[src/rtl/conv_ctrl_pkg.sv]
package conv_ctrl_pkg;

   // -----------------------------------------
   // register map
   // -----------------------------------------
   localparam int          ADDR_W                 = 8;
   localparam int          DATA_W                 = 32;
   localparam logic [7:0]  COMMAND_REGISTER_OFS   = 8'h00;
   localparam logic [7:0]  MODE_REGISTER_OFS      = 8'h04;
   localparam logic [7:0]  CHANNEL_ENABLE_SET_OFS = 8'h10;
   localparam logic [7:0]  CHANNEL_ENABLE_CLR_OFS = 8'h14;
   localparam logic [7:0]  CHANNEL_STATE_OFS      = 8'h18;
   localparam logic [7:0]  CONVERSION_STATUS_OFS  = 8'h1C;
   localparam logic [7:0]  LAST_RESULT_OFS        = 8'h20;
   localparam logic [7:0]  IRQ_ENABLE_SET_OFS     = 8'h24;
   localparam logic [7:0]  IRQ_ENABLE_CLR_OFS     = 8'h28;

   // -----------------------------------------
   // field layout
   // -----------------------------------------
   localparam int          NUM_CHANNELS           = 8;
   localparam int          RESULT_W               = 10;
   localparam int          LOW_RES_W              = 8;
   localparam int          STATUS_W               = 20;
   localparam int          SOFT_RESET_BIT         = 0;
   localparam int          START_BIT              = 1;
   localparam int          TRIG_EN_BIT            = 0;
   localparam int          TRIG_SEL_LSB           = 1;
   localparam int          LOW_RES_BIT            = 4;
   localparam int          SLEEP_BIT              = 5;
   localparam int          CLOCK_DIVIDER_FIELD_LSB            = 8;
   localparam int          CLOCK_DIVIDER_FIELD_W              = 6;
   localparam int          STARTUP_LSB            = 16;
   localparam int          STARTUP_W              = 5;
   localparam int          SAMPLE_HOLD_TIME_FIELD_LSB              = 24;
   localparam int          SAMPLE_HOLD_TIME_FIELD_W                = 4;
   localparam int          OVR_LSB                = 8;
   localparam int          RDY_BIT                = 16;
   localparam int          GOVR_BIT               = 17;
   localparam int          RECEIVE_BLOCK_END_FLAG_BIT              = 18;
   localparam int          RECEIVE_BUFFERS_EMPTY_FLAG_BIT             = 19;
   localparam logic [31:0] MODE_RESET             = 32'h00000000;
   localparam logic [31:0] MODE_WRITE_MASK        = 32'h0F1F3F3F;

   // -----------------------------------------
   // trigger codes and timing
   // -----------------------------------------
   localparam int          NUM_TRIGGERS           = 4;
   localparam logic [2:0]  TRIG_TIMER0            = 3'h0;
   localparam logic [2:0]  TRIG_TIMER1            = 3'h1;
   localparam logic [2:0]  TRIG_TIMER2            = 3'h2;
   localparam logic [2:0]  TRIG_EXTERNAL          = 3'h6;
   localparam int          EXT_TRIG_IDX           = 3;
   localparam int          STARTUP_MULT           = 8;
   localparam int          STARTUP_CNT_W          = 9;

   // -----------------------------------------
   // carriers
   // -----------------------------------------
   typedef struct packed {
      logic              wr;
      logic              rd;
      logic [ADDR_W-1:0] addr;
      logic [DATA_W-1:0] wdata;
   } reg_req_type;

   typedef struct packed {
      logic       power_on;
      logic       sample;
      logic       start;
      logic       low_res;
      logic [2:0] channel;
   } conv_req_type;

   typedef struct packed {
      logic                done;
      logic [RESULT_W-1:0] result;
   } conv_rsp_type;

   typedef enum logic [3:0] {
      SEQ_IDLE    = 4'h1,
      SEQ_STARTUP = 4'h2,
      SEQ_SAMPLE  = 4'h4,
      SEQ_CONVERT = 4'h8
   } seq_state_type;

endpackage : conv_ctrl_pkg

[src/rtl/trigger_sync.sv]
module trigger_sync
   import conv_ctrl_pkg::*;
#(
   parameter int N = NUM_TRIGGERS
) (
   input  wire logic         mclk,
   input  wire logic         resetn,
   input  wire logic         clr,
   input  wire logic [N-1:0] pin_in,
   output logic      [N-1:0] rise
);

   // -----------------------------------------
   // three-stage sampling, agree-filtered level
   // -----------------------------------------
   logic [N-1:0] s1_q;
   logic [N-1:0] s2_q;
   logic [N-1:0] s3_q;
   logic [N-1:0] level_q;
   logic [N-1:0] rise_q;

   genvar i;
   generate
      for (i = 0; i < N; i++) begin : g_trig
         always_ff @(posedge mclk or negedge resetn) begin
            if (!resetn) begin
               s1_q[i]    <= 1'b0;
               s2_q[i]    <= 1'b0;
               s3_q[i]    <= 1'b0;
               level_q[i] <= 1'b0;
               rise_q[i]  <= 1'b0;
            end else begin
               s1_q[i] <= pin_in[i];
               s2_q[i] <= s1_q[i];
               s3_q[i] <= s2_q[i];
               if (clr) begin
                  level_q[i] <= s3_q[i];
                  rise_q[i]  <= 1'b0;
               end else begin
                  if (s2_q[i] == s3_q[i]) begin
                     level_q[i] <= s3_q[i];
                  end
                  rise_q[i] <= (s2_q[i] == s3_q[i]) && s3_q[i] && !level_q[i];
               end
            end
         end
      end
   endgenerate

   assign rise = rise_q;

endmodule : trigger_sync

[src/rtl/conv_ctrl.sv]
//
// Contract
// - writing one to command bit 0 resets the whole block; zero does nothing
// - writing one to the start bit begins a sequence on enabled channels
// - trigger enable 0 means software only; 1 adds the selected hardware trigger
// - trigger codes 0,1,2 pick timer outputs, code 6 the external pin
// - low resolution gives 8-bit results, upper two result bits read zero
// - sleep mode powers up on start, waits startup, converts, powers down; if set while powered, it stays on and the next start skips startup
// - hardware trigger starts a conversion on each rising edge; the code acts only on edges that arrive while the sequencer is idle
// - converter clock is master clock divided by prescaler plus one, times two
// - startup wait lasts startup field plus one, times 8, converter clocks
// - sample-hold lasts sample-hold field plus one converter clocks
// - channel state bit reads one while that channel is enabled
// - done bits read one only for enabled channels with finished conversion
// - per-channel overrun bits record overruns and clear on status read
// - result-ready sets on any result and holds until last result read
// - last result read clears result-ready and that channel's done flag
// - general overrun flags a result while ready set; status read clears
// - receive end flag sets when receive count reached zero since write
// - receive buffers empty flag is one only when both counts are zero
// - last result holds each converted value in bits 0 to 9
// - ones written to irq enable set the matching mask bits
// - ones written to irq disable clear the matching mask bits
//
// Decided for this implementation: the plain strobed port and the address map.
module conv_ctrl
   import conv_ctrl_pkg::*;
(
   input  wire logic                     mclk,
   input  wire logic                     resetn,
   input  wire reg_req_type              reg_req,
   output logic         [DATA_W-1:0]     reg_rdata,
   input  wire logic    [2:0]            timer_waveform_output_a,
   input  wire logic                     external_trigger_pin,
   output logic                          converter_clock,
   output conv_req_type                  conv_req,
   input  wire conv_rsp_type             conv_rsp,
   input  wire logic                     receive_count_zero,
   input  wire logic                     next_receive_count_zero,
   input  wire logic                     receive_count_write,
   output logic                          irq
);

   // -----------------------------------------
   // bus decode
   // -----------------------------------------
   logic soft_reset_cmd;
   logic wr_cmd;
   logic wr_mode;
   logic wr_ch_set;
   logic wr_ch_clr;
   logic wr_ie_set;
   logic wr_ie_clr;
   logic rd_status;
   logic rd_last;

   assign wr_cmd    = reg_req.wr && (reg_req.addr == COMMAND_REGISTER_OFS);
   assign wr_mode   = reg_req.wr && (reg_req.addr == MODE_REGISTER_OFS);
   assign wr_ch_set = reg_req.wr && (reg_req.addr == CHANNEL_ENABLE_SET_OFS);
   assign wr_ch_clr = reg_req.wr && (reg_req.addr == CHANNEL_ENABLE_CLR_OFS);
   assign wr_ie_set = reg_req.wr && (reg_req.addr == IRQ_ENABLE_SET_OFS);
   assign wr_ie_clr = reg_req.wr && (reg_req.addr == IRQ_ENABLE_CLR_OFS);
   assign rd_status = reg_req.rd && (reg_req.addr == CONVERSION_STATUS_OFS);
   assign rd_last   = reg_req.rd && (reg_req.addr == LAST_RESULT_OFS);

   assign soft_reset_cmd = wr_cmd && reg_req.wdata[SOFT_RESET_BIT];

   // -----------------------------------------
   // mode register fields
   // -----------------------------------------
   logic [DATA_W-1:0]    mode_q;
   logic                 hw_trigger_enable;
   logic [2:0]           trigger_source_select;
   logic                 low_resolution_select;
   logic                 sleep_select;
   logic [CLOCK_DIVIDER_FIELD_W-1:0] clock_divider_field;
   logic [STARTUP_W-1:0] startup_time_field;
   logic [SAMPLE_HOLD_TIME_FIELD_W-1:0]   sample_hold_time_field;

   assign hw_trigger_enable      = mode_q[TRIG_EN_BIT];
   assign trigger_source_select  = mode_q[TRIG_SEL_LSB +: 3];
   assign low_resolution_select  = mode_q[LOW_RES_BIT];
   assign sleep_select           = mode_q[SLEEP_BIT];
   assign clock_divider_field    = mode_q[CLOCK_DIVIDER_FIELD_LSB +: CLOCK_DIVIDER_FIELD_W];
   assign startup_time_field     = mode_q[STARTUP_LSB +: STARTUP_W];
   assign sample_hold_time_field = mode_q[SAMPLE_HOLD_TIME_FIELD_LSB +: SAMPLE_HOLD_TIME_FIELD_W];

   always_ff @(posedge mclk or negedge resetn) begin
      if (!resetn) begin
         mode_q <= MODE_RESET;
      end else if (soft_reset_cmd) begin
         mode_q <= MODE_RESET;
      end else if (wr_mode) begin
         mode_q <= reg_req.wdata & MODE_WRITE_MASK;
      end
   end

   // -----------------------------------------
   // channel enable
   // -----------------------------------------
   logic [NUM_CHANNELS-1:0] channel_select_bit_q;

   always_ff @(posedge mclk or negedge resetn) begin
      if (!resetn) begin
         channel_select_bit_q <= '0;
      end else if (soft_reset_cmd) begin
         channel_select_bit_q <= '0;
      end else if (wr_ch_set) begin
         channel_select_bit_q <= channel_select_bit_q | reg_req.wdata[NUM_CHANNELS-1:0];
      end else if (wr_ch_clr) begin
         channel_select_bit_q <= channel_select_bit_q & ~reg_req.wdata[NUM_CHANNELS-1:0];
      end
   end

   // -----------------------------------------
   // converter clock divider
   // -----------------------------------------
   logic [CLOCK_DIVIDER_FIELD_W-1:0] div_cnt_q;
   logic                 conv_clk_q;
   logic                 tick;

   assign tick = (div_cnt_q == clock_divider_field) && !conv_clk_q;

   always_ff @(posedge mclk or negedge resetn) begin
      if (!resetn) begin
         div_cnt_q  <= '0;
         conv_clk_q <= 1'b0;
      end else if (soft_reset_cmd) begin
         div_cnt_q  <= '0;
         conv_clk_q <= 1'b0;
      end else if (div_cnt_q >= clock_divider_field) begin
         div_cnt_q  <= '0;
         conv_clk_q <= !conv_clk_q;
      end else begin
         div_cnt_q <= div_cnt_q + 1'b1;
      end
   end

   assign converter_clock = conv_clk_q;

   // -----------------------------------------
   // trigger selection
   // -----------------------------------------
   logic [NUM_TRIGGERS-1:0] trig_rise;
   logic                    hw_trig;
   logic                    sw_trig;
   logic                    start_req;

   trigger_sync #(
      .N      (NUM_TRIGGERS)
   ) u_trigger_sync (
      .mclk   (mclk),
      .resetn (resetn),
      .clr    (soft_reset_cmd),
      .pin_in ({external_trigger_pin, timer_waveform_output_a}),
      .rise   (trig_rise)
   );

   always_comb begin
      unique case (trigger_source_select)
         TRIG_TIMER0:   hw_trig = trig_rise[0];
         TRIG_TIMER1:   hw_trig = trig_rise[1];
         TRIG_TIMER2:   hw_trig = trig_rise[2];
         TRIG_EXTERNAL: hw_trig = trig_rise[EXT_TRIG_IDX];
         default:       hw_trig = 1'b0;
      endcase
   end

   assign sw_trig   = wr_cmd && reg_req.wdata[START_BIT] && !reg_req.wdata[SOFT_RESET_BIT];
   assign start_req = sw_trig || (hw_trigger_enable && hw_trig);

   // -----------------------------------------
   // channel search
   // -----------------------------------------
   function automatic logic [3:0] next_channel(input logic [NUM_CHANNELS-1:0] en, input logic [3:0] from);
      logic [3:0] res;
      res = 4'h8;
      for (int k = NUM_CHANNELS - 1; k >= 0; k--) begin
         if (en[k] && (k >= int'(from))) begin
            res = 4'(k);
         end
      end
      return res;
   endfunction : next_channel

   // -----------------------------------------
   // conversion sequencer
   // -----------------------------------------
   seq_state_type          state_q;
   logic [2:0]             chan_q;
   logic [STARTUP_CNT_W-1:0] wait_q;
   logic                   power_q;
   logic                   start_q;
   logic [3:0]             first_ch;
   logic [3:0]             next_ch;
   logic                   result_done;

   assign first_ch    = next_channel(channel_select_bit_q, 4'h0);
   assign next_ch     = next_channel(channel_select_bit_q, {1'b0, chan_q} + 4'h1);
   assign result_done = (state_q == SEQ_CONVERT) && conv_rsp.done;

   always_ff @(posedge mclk or negedge resetn) begin
      if (!resetn) begin
         state_q <= SEQ_IDLE;
         chan_q  <= '0;
         wait_q  <= '0;
         power_q <= 1'b0;
         start_q <= 1'b0;
      end else if (soft_reset_cmd) begin
         state_q <= SEQ_IDLE;
         chan_q  <= '0;
         wait_q  <= '0;
         power_q <= 1'b0;
         start_q <= 1'b0;
      end else begin
         start_q <= 1'b0;
         unique case (state_q)
            SEQ_IDLE: begin
               if (!sleep_select && power_q) begin
                  power_q <= 1'b1;
               end
               if (start_req && !first_ch[3]) begin
                  chan_q  <= first_ch[2:0];
                  power_q <= 1'b1;
                  // entry is not tick aligned: one extra tick keeps the full span
                  if (power_q) begin
                     wait_q  <= STARTUP_CNT_W'(sample_hold_time_field) + STARTUP_CNT_W'(1);
                     state_q <= SEQ_SAMPLE;
                  end else begin
                     wait_q  <= STARTUP_CNT_W'((startup_time_field + 6'h1) * STARTUP_MULT);
                     state_q <= SEQ_STARTUP;
                  end
               end
            end
            SEQ_STARTUP: begin
               if (tick) begin
                  if (wait_q == '0) begin
                     wait_q  <= STARTUP_CNT_W'(sample_hold_time_field);
                     state_q <= SEQ_SAMPLE;
                  end else begin
                     wait_q <= wait_q - 1'b1;
                  end
               end
            end
            SEQ_SAMPLE: begin
               if (tick) begin
                  if (wait_q == '0) begin
                     start_q <= 1'b1;
                     state_q <= SEQ_CONVERT;
                  end else begin
                     wait_q <= wait_q - 1'b1;
                  end
               end
            end
            SEQ_CONVERT: begin
               if (conv_rsp.done) begin
                  if (next_ch[3]) begin
                     power_q <= !sleep_select;
                     state_q <= SEQ_IDLE;
                  end else begin
                     chan_q  <= next_ch[2:0];
                     wait_q  <= STARTUP_CNT_W'(sample_hold_time_field) + STARTUP_CNT_W'(1);
                     state_q <= SEQ_SAMPLE;
                  end
               end
            end
         endcase
      end
   end

   assign conv_req.power_on = power_q;
   assign conv_req.sample   = (state_q == SEQ_SAMPLE);
   assign conv_req.start    = start_q;
   assign conv_req.low_res  = low_resolution_select;
   assign conv_req.channel  = chan_q;

   // -----------------------------------------
   // result and flags
   // -----------------------------------------
   logic [RESULT_W-1:0]     last_result_value_q;
   logic [2:0]              last_ch_q;
   logic [NUM_CHANNELS-1:0] conversion_done_flag_q;
   logic [NUM_CHANNELS-1:0] channel_overrun_flag_q;
   logic                    result_ready_flag_q;
   logic                    any_overrun_flag_q;
   logic                    receive_block_end_flag_q;
   logic                    receive_buffers_empty_flag;
   logic [NUM_CHANNELS-1:0] done_set;
   logic [NUM_CHANNELS-1:0] done_clr;

   assign done_set = result_done ? (NUM_CHANNELS'(1) << chan_q) : '0;
   assign done_clr = rd_last ? (NUM_CHANNELS'(1) << last_ch_q) : '0;

   always_ff @(posedge mclk or negedge resetn) begin
      if (!resetn) begin
         last_result_value_q <= '0;
         last_ch_q           <= '0;
      end else if (soft_reset_cmd) begin
         last_result_value_q <= '0;
         last_ch_q           <= '0;
      end else if (result_done) begin
         last_ch_q <= chan_q;
         if (low_resolution_select) begin
            last_result_value_q <= {2'b00, conv_rsp.result[LOW_RES_W-1:0]};
         end else begin
            last_result_value_q <= conv_rsp.result;
         end
      end
   end

   always_ff @(posedge mclk or negedge resetn) begin
      if (!resetn) begin
         conversion_done_flag_q <= '0;
         channel_overrun_flag_q <= '0;
         result_ready_flag_q    <= 1'b0;
         any_overrun_flag_q     <= 1'b0;
      end else if (soft_reset_cmd) begin
         conversion_done_flag_q <= '0;
         channel_overrun_flag_q <= '0;
         result_ready_flag_q    <= 1'b0;
         any_overrun_flag_q     <= 1'b0;
      end else begin
         conversion_done_flag_q <= (conversion_done_flag_q & ~done_clr) | done_set;
         channel_overrun_flag_q <= (channel_overrun_flag_q & ~{NUM_CHANNELS{rd_status}})
                                   | (done_set & conversion_done_flag_q);
         result_ready_flag_q    <= (result_ready_flag_q && !rd_last) || result_done;
         any_overrun_flag_q     <= (any_overrun_flag_q && !rd_status)
                                   || (result_done && result_ready_flag_q);
      end
   end

   always_ff @(posedge mclk or negedge resetn) begin
      if (!resetn) begin
         receive_block_end_flag_q <= 1'b0;
      end else if (soft_reset_cmd) begin
         receive_block_end_flag_q <= 1'b0;
      end else begin
         receive_block_end_flag_q <= (receive_block_end_flag_q && !receive_count_write)
                                     || receive_count_zero;
      end
   end

   assign receive_buffers_empty_flag = receive_count_zero && next_receive_count_zero;

   // -----------------------------------------
   // status word and interrupt
   // -----------------------------------------
   logic [STATUS_W-1:0] status;
   logic [STATUS_W-1:0] irq_mask_q;

   always_comb begin
      status                          = '0;
      status[NUM_CHANNELS-1:0]        = conversion_done_flag_q & channel_select_bit_q;
      status[OVR_LSB +: NUM_CHANNELS] = channel_overrun_flag_q;
      status[RDY_BIT]                 = result_ready_flag_q;
      status[GOVR_BIT]                = any_overrun_flag_q;
      status[RECEIVE_BLOCK_END_FLAG_BIT]               = receive_block_end_flag_q;
      status[RECEIVE_BUFFERS_EMPTY_FLAG_BIT]              = receive_buffers_empty_flag;
   end

   always_ff @(posedge mclk or negedge resetn) begin
      if (!resetn) begin
         irq_mask_q <= '0;
      end else if (soft_reset_cmd) begin
         irq_mask_q <= '0;
      end else if (wr_ie_set) begin
         irq_mask_q <= irq_mask_q | reg_req.wdata[STATUS_W-1:0];
      end else if (wr_ie_clr) begin
         irq_mask_q <= irq_mask_q & ~reg_req.wdata[STATUS_W-1:0];
      end
   end

   assign irq = |(status & irq_mask_q);

   // -----------------------------------------
   // read data
   // -----------------------------------------
   logic [DATA_W-1:0] rdata_q;

   always_ff @(posedge mclk or negedge resetn) begin
      if (!resetn) begin
         rdata_q <= '0;
      end else if (reg_req.rd) begin
         unique case (reg_req.addr)
            MODE_REGISTER_OFS:     rdata_q <= mode_q;
            CHANNEL_STATE_OFS:     rdata_q <= DATA_W'(channel_select_bit_q);
            CONVERSION_STATUS_OFS: rdata_q <= DATA_W'(status);
            LAST_RESULT_OFS:       rdata_q <= DATA_W'(last_result_value_q);
            default:               rdata_q <= '0;
         endcase
      end else begin
         rdata_q <= '0;
      end
   end

   assign reg_rdata = rdata_q;

endmodule : conv_ctrl

[config.mk]
export PLATFORM = sky130hd
export DESIGN_NAME = conv_ctrl
export DESIGN_NICKNAME = d
export VERILOG_FILES = /design/src/rtl/conv_ctrl_pkg.sv /design/src/rtl/trigger_sync.sv /design/src/rtl/conv_ctrl.sv
export SDC_FILE = /design/constraint.sdc
export NUM_CORES = 1
export LEC_CHECK = 0
export BUFFER_PORTS_ARGS = -buffer_cell sky130_fd_sc_hd__buf_4
export CAP_MARGIN = 40
export CORE_MARGIN = 2
export CORE_UTILIZATION = 52
export DETAILED_ROUTE_END_ITERATION = 7
export PLACE_DENSITY = 0.77
export SYNTH_ARGS = -nofsm -noshare
export SYNTH_HDL_FRONTEND = slang
export SYNTH_HIERARCHICAL = 1
export SYNTH_SLANG_ARGS = --single-unit
[constraint.sdc]
create_clock -name mclk -period 2.85 [get_ports mclk]
set_input_delay 0.285 -clock mclk [delete_from_list [all_inputs] [get_ports mclk]]
set_output_delay 0.285 -clock mclk [all_outputs]
set_load 0.02 [all_outputs]
==> results.json, run 1 <==
{
  "async_flop_share_pct": 100.0,
  "grt_overflow": 0,
  "clk_path_buf_depth": 2,
  "cp_max_fo": 8,
  "synth-compound-area-share_pct": 21.09,
  "postCtsSetupBuffers": 0,
  "synth_top_family_by_area": "compound AO/OA/AOI/OAI gates",
  "drc": 0,
  "status": "finished, final reports clean",
  "slew_headroom_pct": 60.89,
  "fill_cells": 1127,
  "finalHoldViolCount": 0,
  "ys_warn_count": 6,
  "fin_tns_setup_ns": 0,
  "dp_hpwl_mm": 14.61,
  "vias": 6560,
  "wl_per_cell_um": 19.81,
  "critPathLaunchType": "flop",
  "r2r-start": "chan_q[1]$_DFFE_PN0P_",
  "slew_viol_final": 0,
  "numCtsBuffers": 17,
  "yosys_most_used_dff": "dfrtp_1",
  "synth_adder_area_share_pct": 3.639,
  "rr_worst_depth": 9,
  "cts_tree": "built",
  "rsz0062_at_grt": "no",
  "muxShareOfSynthArea_pct": 1.505,
  "grt_start_max_net_pins": 70,
  "drive_gt1_share_pct": 20.92,
  "fin_nets": 941,
  "cp-end-kind": "flop",
  "io_buffers": 88,
  "initial_core_util_pct": 52.65,
  "num_antenna_cells": 0,
  "yosysSeqAreaShare_pct": 49.97,
  "synth_xor_area_share_pct": 1.621,
  "h-tree-depth": 4,
  "r2r_slack_ns": 0.16,
  "min_period_ns": 2.688,
  "crit_required_ns": 3.16,
  "drt-total-wl_mm": 20.88,
  "rows": 44,
  "syn_area_um2": 7565,
  "p_total_uw": 7445,
  "dpl_worst_slack_ns": 0.08239,
  "synth_cells": 758,
  "power_density_nw_per_um2": 808.6,
  "max_freq_ghz": 0.3720,
  "globalplace.congestion": 0.9376,
  "dieArea_um2": 15530,
  "ant_nets": 0,
  "r2r-end": "chan_q[1]$_DFFE_PN0P_",
  "clock_sinks": 151,
  "clk_latency_ns": 0.43,
  "die_x_um": 124.6,
  "grt_pass1_vias": 6385,
  "synth.distinct_cells": 73,
  "postSynthAreaPerCell_um2": 9.980,
  "path_class": "flop to flop",
  "routed_via_density": 6.224,
  "multiInputGateArea_um2": 3500,
  "fp.dieH_um": 124.6,
  "drtIter0Drc": 707,
  "layout.cells.most_common": "dfrtp_1",
  "first_pass_iters": 5,
  "area_growth_pct": 21.72,
  "skew_ns": 0.009436,
  "grt_pass1_wl_mm": 33.71,
  "p_leak_uw": 0.004199,
  "finalCoreUtilization_pct": 64.08,
  "cap_violations": 0,
  "arrival_ns": 3.00,
  "ff_latch_area_um2": 3780,
  "root_buffer": "clkbuf_16",
  "cp-startpoint": "chan_q[1]$_DFFE_PN0P_",
  "num_io_pins": 103,
  "coreArea_um2": 14370,
  "vdd_drop_max_mv": 0.5424,
  "setup_viol": 0,
  "final.period_utilization_pct": 94.32,
  "layout_common_cells": "dfrtp_1 (150), buf_4 (117), nand2_1 (75)",
  "hold_path.class": "primary input to flop",
  "synth-simple-area-share_pct": 17.71,
  "setup_ws_ns": 0.1619,
  "tightest_slew_ns": 0.5821,
  "critical_path.endpoint": "chan_q[1]$_DFFE_PN0P_",
  "synth_edf_count": 0,
  "hold_path_depth": 2,
  "grt.total_usage_pct": 27.41,
  "clkTransAtPathRegs_ns": 0.06,
  "antenna_found_initial": 0,
  "ys_seq_elements": 151
}
[kinds of logic after synthesis]
logic type      Yosys count
compound gates          233
xor+xnor                 14
fa+ha+maj                22
buf+inv                  71
flops                   151
mux                       9
other cells               1
simple gates            257
[stage by stage]
step,area (um2),hold WS [ns],cells
2_1_floorplan,7587,-0.01059,764
3_3_place_gp,8486,0.2635,1017
3_5_place_dp,8486,0.2749,1017
4_1_cts,9195,0.03548,1054
5_1_grt,9208,0.03269,1054
6_report,9208,0.05061,1054
[power breakdown]
group / switching (uW) / internal (uW)
clock network: 910 / 1590
logic: 1260 / 922
registers: 328 / 2440
total: 2490 / 4950
[worst min-delay path by stage]
| stage | slack [ns] | from | end |
|---|---|---|---|
| 6_report | 0.05 | reg_req[14] | irq_mask_q[14]$_DFFE_PN0P_ |
| 2_1_floorplan | -0.01 | resetn | any_overrun_flag_q$_DFF_PN0_ |
| 5_1_grt | 0.03 | reg_req[15] | irq_mask_q[15]$_DFFE_PN0P_ |
| 3_5_place_dp | 0.27 | resetn | mode_q[25]$_DFFE_PN0P_ |
| 4_1_cts | 0.04 | reg_req[8] | irq_mask_q[8]$_DFFE_PN0P_ |
| 3_3_place_gp | 0.26 | resetn | mode_q[20]$_DFFE_PN0P_ |
[cell usage after synthesis (4+ instances only)]
cell type	number	area [um2]
o32ai_1	4	35.03
and3_1	10	62.56
a22o_1	27	236.5
nor2_1	61	229.0
o22ai_1	6	37.54
mux2_4	4	60.06
nor3b_1	8	60.06
a22oi_1	11	82.58
or3_1	5	31.28
nor2b_1	7	43.79
nand3_1	22	110.1
a21o_1	5	37.54
buf_4	11	82.58
clkbuf_1	21	78.83
xnor2_1	9	78.83
nor4_1	4	25.02
xor2_1	5	43.79
and2_1	5	31.28
dfrtp_1	150	3754
a21oi_1	66	330.3
o31ai_1	6	45.04
nand2_1	75	281.5
o21ai_0	29	145.1
nor3_1	11	55.05
nand3b_1	4	30.03
a31oi_1	4	25.02
o2bb2ai_1	5	43.79
buf_2	15	75.07
a32oi_1	18	157.7
ha_1	22	275.3
inv_1	20	75.07
nand2b_1	20	125.1
a211oi_1	22	165.2
o21ai_1	5	25.02
[worst max-delay path, stage by stage (launching register included)]
cell and delay (ns):
dfrtp_1 0.34, buf_4 0.16, inv_1 0.07, ha_1 0.27
nand2b_1 0.26, a31o_2 0.30, o41a_1 0.45, o21ai_0 0.18
a21o_1 0.19, mux2_2 0.35
[layout make-up]
class	count	share of cell area (%)
Sequential cell	151	41.05
Multi-Input combinational cell	542	38.01
Timing Repair Buffer	124	10.42
Clock buffer	18	4.770
Tap cell	184	2.500
Clock inverter	14	2.392
Inverter	21	0.8561
[state kept, by name (all words and copies together), names as in the netlist, 3 cells and up]
name / cells
chan_q: 3
reg_rdata: 25
last_ch_q: 3
last_result_value_q: 10
u_trigger_sync/s1_q: 4
irq_mask_q: 20
channel_overrun_flag_q: 8
channel_select_bit_q: 8
wait_q: 9
div_cnt_q: 6
u_trigger_sync/level_q: 4
mode_q: 21
u_trigger_sync/rise: 4
u_trigger_sync/s2_q: 4
state_q: 4
u_trigger_sync/s3_q: 4
conversion_done_flag_q: 8
[per-layer routing]
layer | up-vias | global-route usage, % | routed length, um
li1 | 2948 | - | -
met1 | 3192 | 36.73 | 8460
met2 | 364 | 43.23 | 9979
met3 | 56 | 6.744 | 1706
met4 | 0 | 10.77 | 738
met5 | - | 0 | 0
[timing repair]
action                                  4_1_cts  5_1_grt
hold endpoints to repair                     55        0
hold buffers                                  5        0
resized for setup                             0        3
endpoints found under the setup margin        0       12
No activity file was read; power rests on OpenSTA's default activity.
==> run 2: changes to the inputs <==
- ABC_AREA: not set -> 1
- CORE_UTILIZATION: 52 -> 53
- PLACE_DENSITY: 0.77 -> 0.78
==> run 2 against run 1 <==
Compared with the run above: setup slack better by 0.27 ns; clock skew is 0.0021 ns higher; cell area grew 1.2%; clock power about the same; sequential power increased by 3%; clock-buffer cell count rose by 2; via count grew 5.7%; utilization grew 0.26 points; global-route usage down 0.38 points; fmax up 11%; critical endpoint is now wait_q[4]$_DFFE_PN0P_; largest power group unchanged.
==> results.json, run 2 <==
{
  "area_growth_pct": 19.35,
  "critPathBufInv": 1,
  "wl_per_cell_um": 16.98,
  "skew_ns": 0.01154,
  "pwr-share-comb_pct": 29.7,
  "yosysMostFrequentCell": "nand2_1",
  "yosysTopAreaCell": "dfrtp_1",
  "wl_met3_mm": 1.675,
  "largest_reg_flops": 25,
  "worst_path_dominant_cell_family": "simple AND/OR/NAND/NOR gates",
  "num_io_pins": 103,
  "crit_required_ns": 3.16,
  "r2r_slack_ns": 0.43,
  "power_density_nw_per_um2": 819.7,
  "placed_cells": 1184,
  "power.internal_uw": 4942,
  "antenna_found_initial": 0,
  "r2r-start": "chan_q[0]$_DFFE_PN0P_",
  "tightest_slew_ns": 0.7410,
  "dpl_worst_slack_ns": 0.4873,
  "clock_sinks": 151,
  "slew_headroom_pct": 50.23,
  "p_switching_uw": 2694,
  "die_x_um": 125.4,
  "setup_viol": 0,
  "p_sw_share_pct": 35.28,
  "fp.dieH_um": 125.4,
  "cpMostUsedCell": "nand2_1",
  "fin_nets": 1108,
  "root_buffer": "clkbuf_16",
  "worst-path-stages": 12,
  "synth_cells": 930,
  "vias": 6931,
  "first_pass_iters": 6,
  "slowest_delay_ns": 0.52,
  "synth_top_cell_area_share_pct": 48.09,
  "wl_met1_mm": 8.609,
  "finalHoldViolCount": 0,
  "cts_resized": 0,
  "fill_cells": 1189,
  "routed_via_density": 5.676,
  "globalplace.congestion": 0.9367,
  "path_class": "flop to flop",
  "final.period_utilization_pct": 84.93,
  "critical_path.endpoint": "wait_q[4]$_DFFE_PN0P_",
  "syn_area_um2": 7805,
  "async_flop_share_pct": 100.0,
  "ant_nets": 0,
  "seqPwrFrac_pct": 37.4,
  "cp_max_fo": 9,
  "power.share.clock_pct": 32.8,
  "coreArea_um2": 14480,
  "drtIter0Drc": 1043,
  "clkTransAtPathRegs_ns": 0.06,
  "setup_ws_ns": 0.4295,
  "cts_tree": "built",
  "cp-end-kind": "flop",
  "max_freq_ghz": 0.4131,
  "p_leak_uw": 0.004643,
  "critPathLaunchType": "flop",
  "grt.total_usage_pct": 27.03,
  "synthTopCellsByCount": "nand2_1 (180), dfrtp_1 (150), inv_1 (96)",
  "fin_tns_setup_ns": 0,
  "rsz0062_at_grt": "no",
  "highest-signal-layer": "met4",
  "initial_core_util_pct": 53.91,
  "clk_path_buf_depth": 2,
  "hold_path.class": "primary input to flop",
  "drive_gt1_share_pct": 16.88,
  "clk_latency_ns": 0.43,
  "layout_common_cells": "nand2_1 (180), dfrtp_1 (150), buf_4 (99)",
  "h-tree-depth": 4,
  "fin_hold_ws_ns": 0.03792,
  "dieArea_um2": 15710,
  "synth_edf_count": 0,
  "min_period_ns": 2.421,
  "vdd_drop_max_mv": 0.5142,
  "rows": 44,
  "ys_top_cells_by_area": "dfrtp_1 (48%), nand2_1 (8.7%), nand3_1 (5.6%), a21oi_1 (5.1%), inv_1 (4.6%)",
  "status": "finished, final reports clean",
  "dp_hpwl_mm": 14.85,
  "worstPathCellList": "ha_1 > ha_1 > inv_1 > nand3_1 > nand3_1 > nand2_1 > nor2_1 > nand3_1 > nand2_1 > nor2_8 > nand2_1 > nand2_1",
  "grt_pass1_wl_mm": 33.51,
  "r2r-end": "wait_q[4]$_DFFE_PN0P_",
  "slew_viol_final": 0,
  "cap_violations": 0,
  "drc": 0,
  "drt-total-wl_mm": 20.73,
  "yosys_most_used_dff": "dfrtp_1",
  "arrival_ns": 2.74,
  "numCtsBuffers": 17,
  "ys_warn_count": 6,
  "grt_start_max_net_pins": 55,
  "io_buffers": 88,
  "synth.distinct_cells": 50,
  "layout.cells.most_common": "nand2_1",
  "crit_slowest_cell": "dfrtp_1",
  "cp-startpoint": "chan_q[0]$_DFFE_PN0P_",
  "rr_worst_depth": 12,
  "grt_overflow": 0,
  "finalCoreUtilization_pct": 64.34,
  "yosysSeqAreaShare_pct": 48.43,
  "final_cells": 1221,
  "postSynthAreaPerCell_um2": 8.392,
  "num_antenna_cells": 0,
  "wl_met2_mm": 9.830,
  "grt_pass1_vias": 6556,
  "ys_seq_elements": 151
}
-- run 2: cell types whose count changed after synthesis, sizes merged, moves of 16 or more --
cell / before / now
inv: 20 / 104
a22o: 27 / 3
nor2: 61 / 91
nand3: 22 / 94
nand2b: 20 / 0
nand2: 75 / 191
a32oi: 18 / 0
a21oi: 66 / 84
clkbuf: 21 / 5
-- run 2: kinds of logic after synthesis --
family                     share of synthesized area [%]
xor gates and xnor gates                          0.7855
other                                            0.04805
AOI/OAI and AO/OA                                  15.23
DFF                                                48.43
adders and majority gates                          3.527
and+or+nand+nor                                    23.77
buffers and inverters                              8.208
-- run 2: layer usage --
metal	GRT usage, %	vias to the layer above
li1	-	3295
met1	36.84	3283
met2	42.42	303
met3	6.205	50
met4	10.52	0
met5	0	-
-- run 2: worst min path at each step --
| stage | from | to | slack [ns] | cells past startpoint |
|---|---|---|---|---|
| 2_1_floorplan | resetn | any_overrun_flag_q$_DFF_PN0_ | -0.01 | 0 |
| 3_3_place_gp | resetn | chan_q[0]$_DFFE_PN0P_ | 0.29 | 1 |
| 3_5_place_dp | resetn | chan_q[1]$_DFFE_PN0P_ | 0.28 | 1 |
| 4_1_cts | reg_req[14] | irq_mask_q[14]$_DFFE_PN0P_ | 0.03 | 2 |
| 5_1_grt | reg_req[14] | irq_mask_q[14]$_DFFE_PN0P_ | 0.03 | 2 |
| 6_report | reg_req[14] | irq_mask_q[14]$_DFFE_PN0P_ | 0.04 | 2 |
-- run 2: area by class of cell --
type	count	area, um2	area share (%)
flip-flops and latches	151	3780	40.58
multi-input cells	642	3407	36.57
repair buffers	107	844.6	9.066
clock buffers	20	446.7	4.795
inverters	105	394.1	4.231
well taps	184	230.2	2.471
clock inverters	12	212.7	2.283
-- run 2: timing repair --
action | in CTS | in global routing
setup buffers | 0 | 0
endpoints found under the hold margin | 54 | 0
hold buffers | 5 | 0
-- run 2: metrics by stage --
stage	power, uW	cell area (um2)
CTS	7621	9315
global route	8106	9315
global placement	5036	8606
floorplan	4421	7828
finish	7636	9315
detailed placement	5095	8606
-- run 2: power groups by stage --
| stage | combinational (uW) | sequential (uW) | clock [uW] |
|---|---|---|---|
| 2_1_floorplan | 1590 | 2830 | 0 |
| 3_3_place_gp | 2170 | 2870 | 0 |
| 3_5_place_dp | 2220 | 2880 | 0 |
| 4_1_cts | 2250 | 2840 | 2530 |
| 5_1_grt | 2580 | 2900 | 2630 |
| 6_report | 2270 | 2860 | 2510 |
